File: src/hdl/sysmt_map.svh
// Purpose: offsets, field positions and reset values of the block
// Assumes: 32-bit register word
// Notes:   included by bare name
`ifndef SYSMT_MAP_SVH
`define SYSMT_MAP_SVH
`define SYSMT_CFG_ADDR      32'hc0010010
`define SYSMT_FIXED_EN_BIT  18
`define SYSMT_FIXED_MOD_BIT 19
`define SYSMT_VAR_EN_BIT    20
`define SYSMT_HIGH_EN_BIT   21
`define SYSMT_FORCE_WB_BIT  22
`define SYSMT_CFG_RESET     5'h00
`define SYSMT_FOUR_GB       40'h0100000000
`define SYSMT_ATTR_RESET    2'h0
`endif

File: src/hdl/sysmt_pkg.sv
// Purpose: types for the system configuration memory-type control block
// Assumes: one clock, synchronous active-low reset
// Notes:   offsets, positions and reset values live in sysmt_map.svh
package sysmt_pkg;
  // ------------------------------------------------------------
  // register access request from the privileged msr path
  // ------------------------------------------------------------
  typedef struct packed {
    logic        rdEn;
    logic        wrEn;
    logic [31:0] addr;
    logic [31:0] wdata;
  } sysmt_req_type;

  // ------------------------------------------------------------
  // enable fields of the configuration word
  // ------------------------------------------------------------
  typedef struct packed {
    logic fixedAttrEnable;
    logic fixedAttrModifyEnable;
    logic variableRangeEnable;
    logic highLimitEnable;
    logic forceWritebackHigh;
  } sysmt_cfg_type;

  // ------------------------------------------------------------
  // answer to a request
  // ------------------------------------------------------------
  typedef struct packed {
    logic        valid;
    logic        hit;
    logic [31:0] rdata;
  } sysmt_rsp_type;

  // ------------------------------------------------------------
  // memory-type decision inputs and outputs, and the msr answer states
  // ------------------------------------------------------------
  typedef enum logic [2:0] {
    SYSMT_UC = 3'h0,
    SYSMT_WC = 3'h1,
    SYSMT_WT = 3'h4,
    SYSMT_WP = 3'h5,
    SYSMT_WB = 3'h6
  } sysmt_memtype_type;

  typedef enum {
    SYSMT_IDLE,
    SYSMT_ANSWER
  } sysmt_state_type;
endpackage : sysmt_pkg

File: src/hdl/sysmt_attr_mem.sv
// Purpose: storage for the read/write-memory attribute pairs of fixed ranges
// Assumes: one write and one read port, registered read data
// Notes:   depth is the number of fixed-range type fields
`include "sysmt_map.svh"
module sysmt_attr_mem #(
  parameter int DEPTH = 88,
  parameter int AW    = 7
) (
  input  wire logic          mclk,
  input  wire logic          reset_n,
  input  wire logic          wrEn,
  input  wire logic [AW-1:0] wrAddr,
  input  wire logic [1:0]    wrData,
  input  wire logic [AW-1:0] rdAddr,
  output logic      [1:0]    rdData
);
  import sysmt_pkg::*;

  logic [1:0] mem_ff [DEPTH];
  logic [1:0] rdData_ff;
  logic [1:0] nxt_rdData;

  always_comb begin
    nxt_rdData = (int'(rdAddr) < DEPTH) ? mem_ff[rdAddr] : 2'h0;
  end

  // ------------------------------------------------------------
  // storage cells
  // ------------------------------------------------------------
  genvar gi;
  generate
    for (gi = 0; gi < DEPTH; gi++) begin : gCell
      logic [1:0] nxt_cell;
      always_comb begin
        nxt_cell = mem_ff[gi];
        if (wrEn && int'(wrAddr) == gi) begin
          nxt_cell = wrData;
        end
      end
      always_ff @(posedge mclk) begin
        if (!reset_n) begin
          mem_ff[gi] <= `SYSMT_ATTR_RESET;
        end else begin
          mem_ff[gi] <= nxt_cell;
        end
      end
    end
  endgenerate

  always_ff @(posedge mclk) begin
    if (!reset_n) begin
      rdData_ff <= 2'h0;
    end else begin
      rdData_ff <= nxt_rdData;
    end
  end

  assign rdData = rdData_ff;
endmodule : sysmt_attr_mem

File: src/hdl/sysmt_ctrl.sv
// Purpose: system configuration register and the memory typing it steers
// Assumes: requests come from the privileged msr path on mclk, one at a time
// Notes:   answer arrives two edges after a request; attribute reads go through memory
`include "sysmt_map.svh"
module sysmt_ctrl #(
  parameter int ATTR_DEPTH = 88,
  parameter int ATTR_AW    = 7,
  parameter int PA_W       = 40
) (
  input  wire logic                           mclk,
  input  wire logic                           reset_n,
  // msr access path
  input  wire sysmt_pkg::sysmt_req_type       cfgReq,
  output sysmt_pkg::sysmt_rsp_type            cfgRsp,
  // fixed-range attribute access path
  input  wire logic                           attrWrEn,
  input  wire logic                           attrRdEn,
  input  wire logic [ATTR_AW-1:0]             attrIdx,
  input  wire logic [1:0]                     attrWrData,
  output logic      [1:0]                     attrRdData,
  output logic                                attrRdValid,
  // memory-typing lookup
  input  wire logic [PA_W-1:0]                physAddr,
  input  wire logic [1:0]                     fixedAttrRaw,
  input  wire logic                           defaultTypeEnable,
  input  wire sysmt_pkg::sysmt_memtype_type   defaultMemType,
  input  wire logic                           rangeHit,
  input  wire sysmt_pkg::sysmt_memtype_type   rangeMemType,
  input  wire logic [PA_W-1:0]                highMemoryCeiling,
  output sysmt_pkg::sysmt_cfg_type            cfgOut,
  output logic [1:0]                          fixedAttrEffective,
  output logic                                lowLimitActive,
  output logic                                ioRangeActive,
  output logic                                highLimitActive,
  output sysmt_pkg::sysmt_memtype_type        memTypeOut
);
  import sysmt_pkg::*;

  // ------------------------------------------------------------
  // field decode, shared by read and write paths
  // ------------------------------------------------------------
  function automatic logic [31:0] packCfg(input sysmt_cfg_type c);
    logic [31:0] w;
    w = 32'h0;
    w[`SYSMT_FIXED_EN_BIT]  = c.fixedAttrEnable;
    w[`SYSMT_FIXED_MOD_BIT] = c.fixedAttrModifyEnable;
    w[`SYSMT_VAR_EN_BIT]    = c.variableRangeEnable;
    w[`SYSMT_HIGH_EN_BIT]   = c.highLimitEnable;
    w[`SYSMT_FORCE_WB_BIT]  = c.forceWritebackHigh;
    return w;
  endfunction : packCfg

  function automatic sysmt_cfg_type unpackCfg(input logic [31:0] w);
    sysmt_cfg_type c;
    c.fixedAttrEnable       = w[`SYSMT_FIXED_EN_BIT];
    c.fixedAttrModifyEnable = w[`SYSMT_FIXED_MOD_BIT];
    c.variableRangeEnable   = w[`SYSMT_VAR_EN_BIT];
    c.highLimitEnable       = w[`SYSMT_HIGH_EN_BIT];
    c.forceWritebackHigh    = w[`SYSMT_FORCE_WB_BIT];
    return c;
  endfunction : unpackCfg

  // ------------------------------------------------------------
  // configuration register and msr answer
  // ------------------------------------------------------------
  sysmt_cfg_type   cfg_ff;
  sysmt_cfg_type   nxt_cfg;
  sysmt_rsp_type   rsp_ff;
  sysmt_rsp_type   nxt_rsp;
  sysmt_state_type state_ff;
  sysmt_state_type nxt_state;
  logic            reqHit;

  always_comb begin
    reqHit    = (cfgReq.addr == `SYSMT_CFG_ADDR);
    nxt_cfg   = cfg_ff;
    nxt_rsp   = '0;
    nxt_state = state_ff;
    case (state_ff)
      SYSMT_IDLE: begin
        if (cfgReq.wrEn || cfgReq.rdEn) begin
          nxt_state = SYSMT_ANSWER;
          if (cfgReq.wrEn && reqHit) begin
            nxt_cfg = unpackCfg(cfgReq.wdata);
          end
        end
      end
      SYSMT_ANSWER: begin
        nxt_state   = SYSMT_IDLE;
        nxt_rsp.valid = 1'b1;
        nxt_rsp.hit   = reqHit;
        nxt_rsp.rdata = (reqHit && cfgReq.rdEn) ? packCfg(cfg_ff) : 32'h0;
      end
      default: begin
        nxt_state = SYSMT_IDLE;
      end
    endcase
  end

  always_ff @(posedge mclk) begin
    if (!reset_n) begin
      cfg_ff   <= sysmt_cfg_type'(`SYSMT_CFG_RESET);
      rsp_ff   <= '0;
      state_ff <= SYSMT_IDLE;
    end else begin
      cfg_ff   <= nxt_cfg;
      rsp_ff   <= nxt_rsp;
      state_ff <= nxt_state;
    end
  end

  // ------------------------------------------------------------
  // fixed-range attribute bits; modify enable guards both ways
  // ------------------------------------------------------------
  logic [1:0] memRdData;
  logic       attrWrGo;
  logic       rdPend_ff;
  logic       nxt_rdPend;
  logic       rdMask_ff;
  logic       nxt_rdMask;
  logic       rdValid_ff;
  logic       nxt_rdValid;
  logic [1:0] attrRd_ff;
  logic [1:0] nxt_attrRd;

  always_comb begin
    attrWrGo    = attrWrEn && cfg_ff.fixedAttrModifyEnable;
    nxt_rdPend  = attrRdEn;
    nxt_rdMask  = cfg_ff.fixedAttrModifyEnable;
    nxt_rdValid = rdPend_ff;
    nxt_attrRd  = rdPend_ff ? (rdMask_ff ? memRdData : 2'h0) : attrRd_ff;
  end

  always_ff @(posedge mclk) begin
    if (!reset_n) begin
      rdPend_ff  <= 1'b0;
      rdMask_ff  <= 1'b0;
      rdValid_ff <= 1'b0;
      attrRd_ff  <= 2'h0;
    end else begin
      rdPend_ff  <= nxt_rdPend;
      rdMask_ff  <= nxt_rdMask;
      rdValid_ff <= nxt_rdValid;
      attrRd_ff  <= nxt_attrRd;
    end
  end

  sysmt_attr_mem #(
    .DEPTH (ATTR_DEPTH),
    .AW    (ATTR_AW)
  ) uAttrMem (
    .mclk    (mclk),
    .reset_n (reset_n),
    .wrEn    (attrWrGo),
    .wrAddr  (attrIdx),
    .wrData  (attrWrData),
    .rdAddr  (attrIdx),
    .rdData  (memRdData)
  );

  // ------------------------------------------------------------
  // memory typing, registered one cycle after the lookup inputs
  // ------------------------------------------------------------
  sysmt_memtype_type nxt_memType;
  sysmt_memtype_type memType_ff;
  logic [1:0]        nxt_fixedEff;
  logic [1:0]        fixedEff_ff;
  logic [2:0]        nxt_act;
  logic [2:0]        act_ff;
  logic              inHighWindow;

  always_comb begin
    nxt_fixedEff = cfg_ff.fixedAttrEnable ? fixedAttrRaw : 2'h0;
    nxt_act[0]   = cfg_ff.variableRangeEnable;
    nxt_act[1]   = cfg_ff.variableRangeEnable;
    nxt_act[2]   = cfg_ff.highLimitEnable;
    // window needs the ceiling itself enabled, otherwise it has no top
    inHighWindow = cfg_ff.highLimitEnable &&
                   (physAddr >= PA_W'(`SYSMT_FOUR_GB)) &&
                   (physAddr < highMemoryCeiling);
    nxt_memType  = SYSMT_UC;
    if (defaultTypeEnable) begin
      nxt_memType = defaultMemType;
      if (cfg_ff.forceWritebackHigh && inHighWindow) begin
        nxt_memType = SYSMT_WB;
      end
      if (rangeHit) begin
        nxt_memType = rangeMemType;
      end
    end
  end

  always_ff @(posedge mclk) begin
    if (!reset_n) begin
      memType_ff  <= SYSMT_UC;
      fixedEff_ff <= 2'h0;
      act_ff      <= 3'h0;
    end else begin
      memType_ff  <= nxt_memType;
      fixedEff_ff <= nxt_fixedEff;
      act_ff      <= nxt_act;
    end
  end

  assign cfgRsp             = rsp_ff;
  assign cfgOut             = cfg_ff;
  assign attrRdData         = attrRd_ff;
  assign attrRdValid        = rdValid_ff;
  assign fixedAttrEffective = fixedEff_ff;
  assign lowLimitActive     = act_ff[0];
  assign ioRangeActive      = act_ff[1];
  assign highLimitActive    = act_ff[2];
  assign memTypeOut         = memType_ff;
endmodule : sysmt_ctrl

File: config.mk
export PLATFORM = sky130hd
export DESIGN_NAME = sysmt_ctrl
export DESIGN_NICKNAME = d
export VERILOG_FILES = /design/src/hdl/sysmt_pkg.sv /design/src/hdl/sysmt_attr_mem.sv /design/src/hdl/sysmt_ctrl.sv
export VERILOG_INCLUDE_DIRS = /design/src /design/src/hdl
export SDC_FILE = /design/constraint.sdc
export NUM_CORES = 1
export LEC_CHECK = 0
export BUFFER_PORTS_ARGS = -buffer_cell sky130_fd_sc_hd__buf_4
export CORE_UTILIZATION = 45
export CTS_BUF_LIST = sky130_fd_sc_hd__clkbuf_8
export DETAILED_ROUTE_END_ITERATION = 10
export MAX_ROUTING_LAYER = met4
export PLACE_DENSITY = 0.79
export SKIP_CTS_REPAIR_TIMING = 1
export SLEW_MARGIN = 0
export SYNTH_ARGS = -nofsm -noshare
export SYNTH_HDL_FRONTEND = slang
export SYNTH_SLANG_ARGS = --single-unit
File: constraint.sdc
create_clock -name mclk -period 1.71 [get_ports mclk]
set_input_delay 0 -clock mclk [delete_from_list [all_inputs] [get_ports mclk]]
set_output_delay 0 -clock mclk [all_outputs]
set_load 0.005 [all_outputs]
==> flow_metrics.tcl, run 1 <==
set metrics [dict create \
    status "finished with violations" \
    violations "setup timing" \
    power_frac_seq 0.504 \
    gp_congestion 0.966 \
    dp.cells 1408 \
    grt_pass1_vias 7999 \
    crit_path_end_kind "register" \
    async_flop_share 0 \
    multi_input_area_um2 4140 \
    nFillCells 1775 \
    worstRegToRegCells 5 \
    reg2reg_from "uAttrMem.mem_ff[14][0]" \
    fin_util 0.586 \
    routed_wl_um 27500 \
    synth_edf_count 176 \
    drtIter0Drc 733 \
    synth_ff_type "edfxtp_1" \
    viasPerCell 5.53 \
    grt_util_all_layers 0.232 \
    clockBufferDepth 3 \
    synth_cell_types 52 \
    core_area_um2 22800 \
    min_to "memTypeOut[0]" \
    crit_chain "mux4_2 -> mux4_2 -> nand2_2 -> a41oi_2 -> o311a_1" \
    power_density_nw_per_um2 829 \
    portBuffers 164 \
    clkSinkCount 203 \
    wl_per_cell_um 18.4 \
    synth_top_area_cell "edfxtp_1" \
    crit_slowest_cell "mux4_2" \
    numCtsBuffers 35 \
    ys_seq_elements 203 \
    synth_area_leaders "edfxtp_1 50%, nor2_1 6.9%, mux4_2 6.4%" \
    layout.nets 1361 \
    synth_area_um2 10500 \
    die_h_um 155 \
    instances_no_fill 1491 \
    fmax_ghz 0.523 \
    worstSetupStartpointType "register" \
    cp.required_ps 2110 \
    drc 0 \
    crit_fanout 1 \
    total_power_w 0.0111 \
    cpMostUsedCell "mux4_2" \
    fin_ws_ps -201 \
    root_buffer "clkbuf_8" \
    synth_seq_area_share 0.554 \
    fp.dieArea_um2 24000 \
    netSwitchingFraction 0.233 \
    area_growth_pct 27.0 \
    htree_levels 2 \
    dr_total_vias 8238 \
    worstMarginPinSlew_ps 711 \
    cts_tree "done" \
    antenna_found_initial 0 \
    die_x_um 155 \
    p_sw_w 0.00258 \
    clk_latency_ps 520 \
    avgSynthCellArea_um2 11.4 \
    combPwrFrac 0.108 \
    antenna_left 0 \
    max_slew_margin 0.526 \
    hold_path_depth 6 \
    skew_ps 16.0 \
    rows 55 \
    cpPeakStageDelay_ps 510 \
    drive_gt1_frac 0.297 \
    path_buf_inv 0 \
    rsz0062_at_grt "yes" \
    intPower_w 0.00850 \
    fin_crit_sh 1.12 \
    yosysTopAreaCellShare 0.503 \
    antenna_cells 0 \
    netlist_instances 921 \
    leakagePower_nw 5.24 \
    grt_max_degree 68 \
    io_pins 219 \
    dp_hpwl_um 19700 \
    min_period_ps 1910 \
    cts.clk_slew.worst_paths_ps 60 \
    setup_viol 2 \
    path_class "register to register" \
    seq_area_um2 5830 \
    slew_violations 0 \
    start_util 0.461 \
    yosysMostFrequentCell "nor2_1" \
    cap_violations 0 \
    arrival_ps 2310 \
    ir_drop_uv 400 \
    grt_overflow 0 \
    grt_first_pass_wirelength_um 41500 \
    synth.yosys.warnings 0 \
    worst_hold_path_type "input pin to register" \
    path_delay_family "multiplexers" \
    ys_top_cells_by_count "192 x nor2_1, 176 x edfxtp_1, 97 x o21ai_0" \
    fin_hold_ws_ps 19.3 \
    reg2reg_to "uAttrMem.rdData[0]" \
    clock_power_share 0.388 \
    dr.pass1.iters 7 \
    hp-start "physAddr[39]" \
    r2r_slack_ps -200 \
    hold_viol_final 0 \
    dp_slack_ps -285 \
]
## sequential cells by signal (all words and copies together) (netlist names)
signal	cells
cfgRsp	7
attrRdData	2
nxt_rdValid	1
state_ff	1
nxt_rdMask	1
uAttrMem.rdData	2
act_ff	2
memTypeOut	3
cfgOut	4
uAttrMem.mem_ff	176
fixedAttrEffective	2
rdMask_ff	1
attrRdValid	1
## worst max-delay path by stage
| stage | startpoint | end | slack (ps) | depth (start not counted) |
|---|---|---|---|---|
| CTS | uAttrMem.mem_ff[13][0] | uAttrMem.rdData[0] | -290 | 5 |
| global placement | attrIdx[0] | uAttrMem.rdData[0] | -190 | 6 |
| global route | uAttrMem.mem_ff[14][0] | uAttrMem.rdData[0] | -210 | 5 |
| floorplan | uAttrMem.mem_ff[13][0] | uAttrMem.rdData[0] | 50 | 5 |
| finish | uAttrMem.mem_ff[14][0] | uAttrMem.rdData[0] | -200 | 5 |
| detailed placement | attrIdx[0] | uAttrMem.rdData[0] | -280 | 6 |
## cell usage in the layout, fill, tap and decap left out, types with 3 or more instances in the layout
| master | synthesis | routed |
|---|---|---|
| inv_1 | 43 | 53 |
| a21oi_1 | 17 | 17 |
| nor2_1 | 192 | 190 |
| nand2_1 | 39 | 37 |
| o21ai_2 | 0 | 9 |
| and2_1 | 6 | 6 |
| o21ai_0 | 97 | 43 |
| nor3_1 | 7 | 6 |
| and2_0 | 3 | 3 |
| o21a_1 | 3 | 3 |
| a221oi_1 | 3 | 3 |
| nor4_1 | 7 | 7 |
| o21ai_1 | 0 | 45 |
| dfxtp_1 | 27 | 27 |
| nand4_1 | 10 | 10 |
| edfxtp_1 | 176 | 176 |
| nand2b_1 | 11 | 11 |
| conb_1 | 1 | 27 |
| or3_1 | 4 | 4 |
| and3_1 | 8 | 8 |
| dlygate4sd3_1 | 0 | 21 |
| clkbuf_8 | 0 | 38 |
| buf_12 | 0 | 7 |
| mux2i_1 | 20 | 19 |
| a211oi_1 | 4 | 4 |
| clkinv_2 | 0 | 5 |
| mux4_1 | 12 | 7 |
| clkinv_1 | 0 | 5 |
| mux4_2 | 30 | 35 |
| nor2b_1 | 11 | 10 |
| ha_1 | 39 | 39 |
| nand3_1 | 18 | 18 |
| nor4b_1 | 4 | 4 |
| buf_4 | 30 | 240 |
## per-stage QoR
stage                     TNS, ps  cell area, µm²
after CTS                   -1500           13100
after global placement      -2060           12400
final                        -329           13400
after global routing        -1380           13400
after floorplan                 0           10600
after detailed placement    -5760           12400
## area by class of cell
type,count,area share
flip-flops and latches,203,0.436
clock inverters,24,0.0118
inverters,43,0.0121
clock buffers,38,0.0392
well taps,313,0.0293
multi-input cells,602,0.310
repair buffers,268,0.161
## cells by family (layout without fill, tap and decap cells)
logic type | after synthesis | count (layout) | share of synthesized area
AO/OA/AOI/OAI | 148 | 148 | 0.0815
other | 1 | 27 | 0.000357
adder cells (fa/ha/maj) | 39 | 39 | 0.0464
buffers and inverters | 142 | 373 | 0.0656
multiplexers | 64 | 64 | 0.115
flip-flops | 203 | 203 | 0.554
AND/OR/NAND/NOR | 324 | 324 | 0.136
## tightest hold or removal path: stages
cell       delay [ps]
buf_4              90
ha_1              130
a211oi_1           40
o2111ai_1         100
nand2_1            60
nand3_1            70
## metal layers
metal  vias up  track usage  wire [µm]
met2       454        0.404      14200
met5         -            -          0
met4         0       0.0849        749
li1       3762            -          -
met1      3947        0.267      10100
met3        75       0.0437       2470
## power groups by stage
stage          registers [W]  logic, W  clock network (W)
5_1_grt              0.00559   0.00131            0.00457
4_1_cts              0.00558   0.00113            0.00434
3_5_place_dp         0.00568   0.00112                  0
3_3_place_gp         0.00567   0.00108                  0
2_1_floorplan        0.00564  0.000679                  0
6_report             0.00558   0.00120            0.00430
Note: power is estimated with default switching activity, not from simulation.
==> inputs of run 2 (changes only) <==
BUFFER_PORTS_ARGS = default   (was -buffer_cell sky130_fd_sc_hd__buf_4)
DONT_BUFFER_PORTS = 1   (was default)
PLACE_DENSITY = 0.71   (was 0.79)
==> run 2 against run 1 <==
Compared with the run above:
- the flow finishes with violations (hold timing, setup timing)
- routed wire length shrank 5.0%
- sequential power about the same
- setup slack improved by 110 ps
- global-route usage is 1.1 points lower
- fmax up 6.3%
- clock power down 3%
- via count is 9.6% lower
- sequential share of layout area grew 5.1 points
- first-iteration DRC count is 8.0% lower
- register-to-register slack gained 110 ps
- die area did not move
- critical endpoint unchanged
- highest routed layer unchanged
==> flow_metrics.tcl, run 2 (synthesis gave the netlist of run 1 again) <==
set metrics [dict create \
    status "finished with violations" \
    violations "hold timing, setup timing" \
    setup_viol 2 \
    path_class "register to register" \
    start_util 0.461 \
    antenna_left 0 \
    cts_tree "done" \
    worstMarginPinSlew_ps 653 \
    max_slew_margin 0.565 \
    min_period_ps 1800 \
    cp.required_ps 2100 \
    grt_max_degree 110 \
    clk_latency_ps 530 \
    gp_congestion 0.869 \
    rsz0062_at_grt "yes" \
    largest_register_ffs 176 \
    fmax_ghz 0.556 \
    viasPerCell 5.66 \
    fin_hold_ws_ps -248 \
    routed_wl_um 26100 \
    die_h_um 155 \
    wl_met1_um 9520 \
    hold_path_depth 3 \
    worst_hold_path_type "input pin to register" \
    dr_wl_met2_um 13500 \
    cpMostUsedCell "mux4_2" \
    drc 0 \
    final_cell_mix "190 x nor2_1, 176 x edfxtp_1, 55 x buf_4" \
    grt_util_all_layers 0.221 \
    path_delay_family "multiplexers" \
    drive_gt1_frac 0.157 \
    grt_first_pass_wirelength_um 38900 \
    crit_path_end_kind "register" \
    grt_pass1_vias 7253 \
    ir_drop_uv 367 \
    cpPeakStageDelay_ps 490 \
    hold_viol_final 27 \
    power_density_nw_per_um2 883 \
    maxUsedRoutingLayer "met4" \
    worstRegToRegCells 5 \
    dp_hpwl_um 17800 \
    final_common_cell "nor2_1" \
    grt_overflow 0 \
    io_pins 219 \
    timing.critical_path.depth 5 \
    fp.dieArea_um2 24000 \
    portBuffers 0 \
    drtIter0Drc 674 \
    fin_crit_sh 1.05 \
    cts.clk_slew.worst_paths_ps 70 \
    slew_violations 0 \
    numCtsBuffers 35 \
    dr_total_vias 7444 \
    crit_fanout 1 \
    root_buffer "clkbuf_8" \
    leakagePower_nw 4.34 \
    top_register "uAttrMem.mem_ff" \
    crit_chain "mux4_2 -> mux4_2 -> nand2_2 -> a41oi_2 -> o311a_1" \
    area_growth_pct 13.9 \
    path_buf_inv 0 \
    arrival_ps 2180 \
    cap_violations 0 \
    crit_slowest_cell "mux4_2" \
    die_x_um 155 \
    wl_per_cell_um 19.9 \
    tns_ps -115 \
    rows 55 \
    dr.pass1.iters 8 \
    layout.nets 1181 \
    antenna_found_initial 2 \
    core_area_um2 22800 \
    nFillCells 1928 \
    skew_ps 33.2 \
    met3WireLength_um 2140 \
    clkSinkCount 203 \
    worstSetupStartpointType "register" \
    clockBufferDepth 3 \
    fin_ws_ps -88.3 \
    htree_levels 2 \
]
## run 2: where the power goes
part	total, W	switching, W	internal [W]
sequential	0.00557	0.0000509	0.00552
combinational	0.000806	0.000419	0.000388
clock	0.00419	0.00191	0.00228
## run 2: worst paths after layout
check / from / slack, ps / to
worst min-delay path: attrIdx[2] / -250 / uAttrMem.rdData[1]
worst max-delay path: uAttrMem.mem_ff[46][0] / -90 / uAttrMem.rdData[0]
worst max register to register: uAttrMem.mem_ff[46][0] / -90 / uAttrMem.rdData[0]
worst min register to register: state_ff[0] / 430 / state_ff[0]
## run 2: worst register-to-register path: stages, from the launching register on
cell and delay [ps]:
edfxtp_1 370, mux4_2 480, mux4_2 490, nand2_2 80
a41oi_2 90, o311a_1 140
## run 2: layer usage
layer | up-vias | global-route usage
met5 | - | -
met4 | 0 | 0.0934
met3 | 79 | 0.0454
met2 | 385 | 0.388
met1 | 3583 | 0.244
li1 | 3397 | -
## run 2: layout make-up
type	count	area (µm²)	share of cell area
clock buffers	40	551	0.0460
multi-input cells	602	4110	0.343
flip-flops and latches	203	5830	0.487
clock inverters	21	110	0.00920
repair buffers	88	811	0.0677
inverters	43	161	0.0135
well taps	313	392	0.0327
diodes	5	12.5	0.00105
## run 2: metrics by stage
stage | cell area (µm²) | instances | utilization | worst slack (ps) | power (W)
floorplan | 10600 | 947 | - | 47.1 | 0.00632
global placement | 11000 | 1221 | 0.482 | -65.3 | 0.00633
detailed placement | 11000 | 1221 | 0.482 | -82.2 | 0.00636
CTS | 11600 | 1282 | 0.511 | -117 | 0.0105
global route | 12000 | 1315 | 0.525 | -132 | 0.0109
finish | 12000 | 1315 | 0.525 | -88.3 | 0.0106
==> inputs of run 3 (changes only) <==
ABC_AREA = 1   (was default)
CELL_PAD_IN_SITES_DETAIL_PLACEMENT = 0   (was default)
CELL_PAD_IN_SITES_GLOBAL_PLACEMENT = 1   (was default)
PLACE_DENSITY = 0.88   (was 0.71)
==> run 3 against run 2 <==
Compared with the run above:
- the flow finishes with violations (hold timing)
- critical endpoint is now uAttrMem.mem_ff[78][1]
- clock power about the same
- non-clock buffer count unchanged
- register-to-register slack improved by 120 ps
- setup slack gained 120 ps
- sequential power barely moved
- power is 1.6% higher
- critical path type unchanged
==> flow_metrics.tcl, run 3 <==
set metrics [dict create \
    status "finished with violations" \
    violations "hold timing" \
    crit_path_end_kind "register" \
    cts.clk_slew.worst_paths_ps 70 \
    worstMarginPinSlew_ps 653 \
    hold_viol_final 361 \
    arrival_ps 1880 \
    crit_slowest_cell "o21ai_0" \
    synth.yosys.warnings 0 \
    die_x_um 161 \
    io_pins 219 \
    portBuffers 0 \
    crit_fanout 16 \
    async_flop_share 0 \
    wl_met1_um 12200 \
    grt_max_degree 188 \
    maxUsedRoutingLayer "met4" \
    routed_wl_um 31300 \
    wl_per_cell_um 18.2 \
    worst_hold_path_type "input pin to register" \
    avgSynthCellArea_um2 8.55 \
    cp.required_ps 1910 \
    synth_edf_count 176 \
    cts_tree "done" \
    core_area_um2 24500 \
    min_period_ps 1680 \
    viasPerCell 5.50 \
    cpPeakStageDelay_ps 380 \
    power_density_nw_per_um2 845 \
    setup_viol 0 \
    synth_area_leaders "edfxtp_1 47%, nand2_1 9.0%, nor2_1 7.7%" \
    met3WireLength_um 2830 \
    fmax_ghz 0.596 \
    drtIter0Drc 820 \
    grt_util_all_layers 0.245 \
    r2r_slack_ps 30 \
    antenna_found_initial 0 \
    dr.pass1.iters 6 \
    dp_hpwl_um 21200 \
    drive_gt1_frac 0.100 \
    path_delay_family "compound AO/OA/AOI/OAI gates" \
    final_common_cell "nand2_1" \
    yosysMostFrequentCell "nand2_1" \
    synth_ff_type "edfxtp_1" \
    grt_pass1_vias 9105 \
    drc 0 \
    placed_cell_area_um2 11600 \
    gp_congestion 0.950 \
    total_power_w 0.0107 \
    cap_violations 0 \
    skew_ps 26.2 \
    seq_area_um2 5830 \
    ys_seq_elements 203 \
    rsz0062_at_grt "yes" \
    synth_cell_types 38 \
    tns_ps 0 \
    final_cell_mix "270 x nand2_1, 233 x nor2_1, 176 x edfxtp_1" \
    ir_drop_uv 509 \
    root_buffer "clkbuf_8" \
    path_buf_inv 1 \
    ys_top_cells_by_count "270 x nand2_1, 233 x nor2_1, 176 x edfxtp_1" \
    leakagePower_nw 5.21 \
    antenna_cells 0 \
    clk_latency_ps 540 \
    synth_top_area_cell "edfxtp_1" \
    grt_first_pass_wirelength_um 47500 \
    synth_seq_area_share 0.515 \
    dr_wl_met2_um 15300 \
    top_register "uAttrMem.mem_ff" \
    start_util 0.462 \
    netlist_instances 1322 \
    rows 57 \
    slew_violations 0 \
    dp_slack_ps 74.2 \
    fin_crit_sh 0.982 \
    largest_register_ffs 176 \
    nFillCells 2263 \
    worstSetupStartpointType "register" \
    grt_overflow 0 \
    crit_chain "nand2_4 -> nor3_4 -> inv_1 -> o21ai_0" \
    numCtsBuffers 34 \
    fin_ws_ps 30.9 \
    area_growth_pct 12.3 \
    synth_area_um2 11300 \
    dr_total_vias 9463 \
    multi_input_area_um2 4480 \
    fp.dieArea_um2 25800 \
    antenna_left 0 \
    stdcell_area_um2 12700 \
    yosysTopAreaCellShare 0.467 \
    die_h_um 161 \
    clkSinkCount 203 \
    clockBufferDepth 3 \
    layout.nets 1582 \
    path_class "register to register" \
    fin_hold_ws_ps -276 \
    max_slew_margin 0.564 \
    htree_levels 2 \
]
[run 3: changes by cell type after synthesis, moves of 20 or more]
cell     delta
inv_1      +78
nand4_1    +23
nand3_1    +78
mux2i_1    -20
mux4_2     -30
nand2_1   +231
a22oi_1    +23
nor2_1     +41
[run 3: per-stage QoR]
stage | std cells | util
after global routing | 1722 | 0.519
after detailed placement | 1620 | 0.475
after CTS | 1680 | 0.502
final | 1722 | 0.519
after floorplan | 1348 | -
after global placement | 1620 | 0.475
[run 3: logic make-up after synthesis]
kind of cell / Yosys count / share of synthesized area
flops: 203 / 0.515
compound gates: 169 / 0.0831
buf+inv: 233 / 0.0975
simple gates: 677 / 0.261
fa+ha+maj: 39 / 0.0431
other cells: 1 / 0.000332
[run 3: layout make-up]
class	count	share of cell area
clock buffer	38	0.0412
clock inverter	22	0.0103
inverter	135	0.0403
multi-input combinational	912	0.353
sequential	203	0.459
tap	324	0.0319
timing repair buffer	88	0.0652
[run 3: layer usage]
layer  vias up  GRT usage
met1      4410      0.294
met3        74     0.0429
met5         -          -
met2       524      0.411
met4         0     0.0913
li1       4455          -
[run 3: final timing paths]
check                           end  startpoint  cells past startpoint
max          uAttrMem.mem_ff[78][1]  nxt_rdMask                      4
min              uAttrMem.rdData[0]  attrIdx[6]                      3
max reg2reg  uAttrMem.mem_ff[78][1]  nxt_rdMask                      4
min reg2reg              cfgRsp[18]   cfgOut[4]                      2
[run 3: worst min-delay path, stage by stage]
cell and delay, ps:
a221oi_1 70, nand2_1 80, nor2_1 60
[run 3: power by group]
group | total [W] | switching (W) | internal, W
Sequential | 0.00557 | 0.0000515 | 0.00552
Clock | 0.00421 | 0.00200 | 0.00221
Combinational | 0.000955 | 0.000633 | 0.000321
Total | 0.0107 | 0.00268 | 0.00805
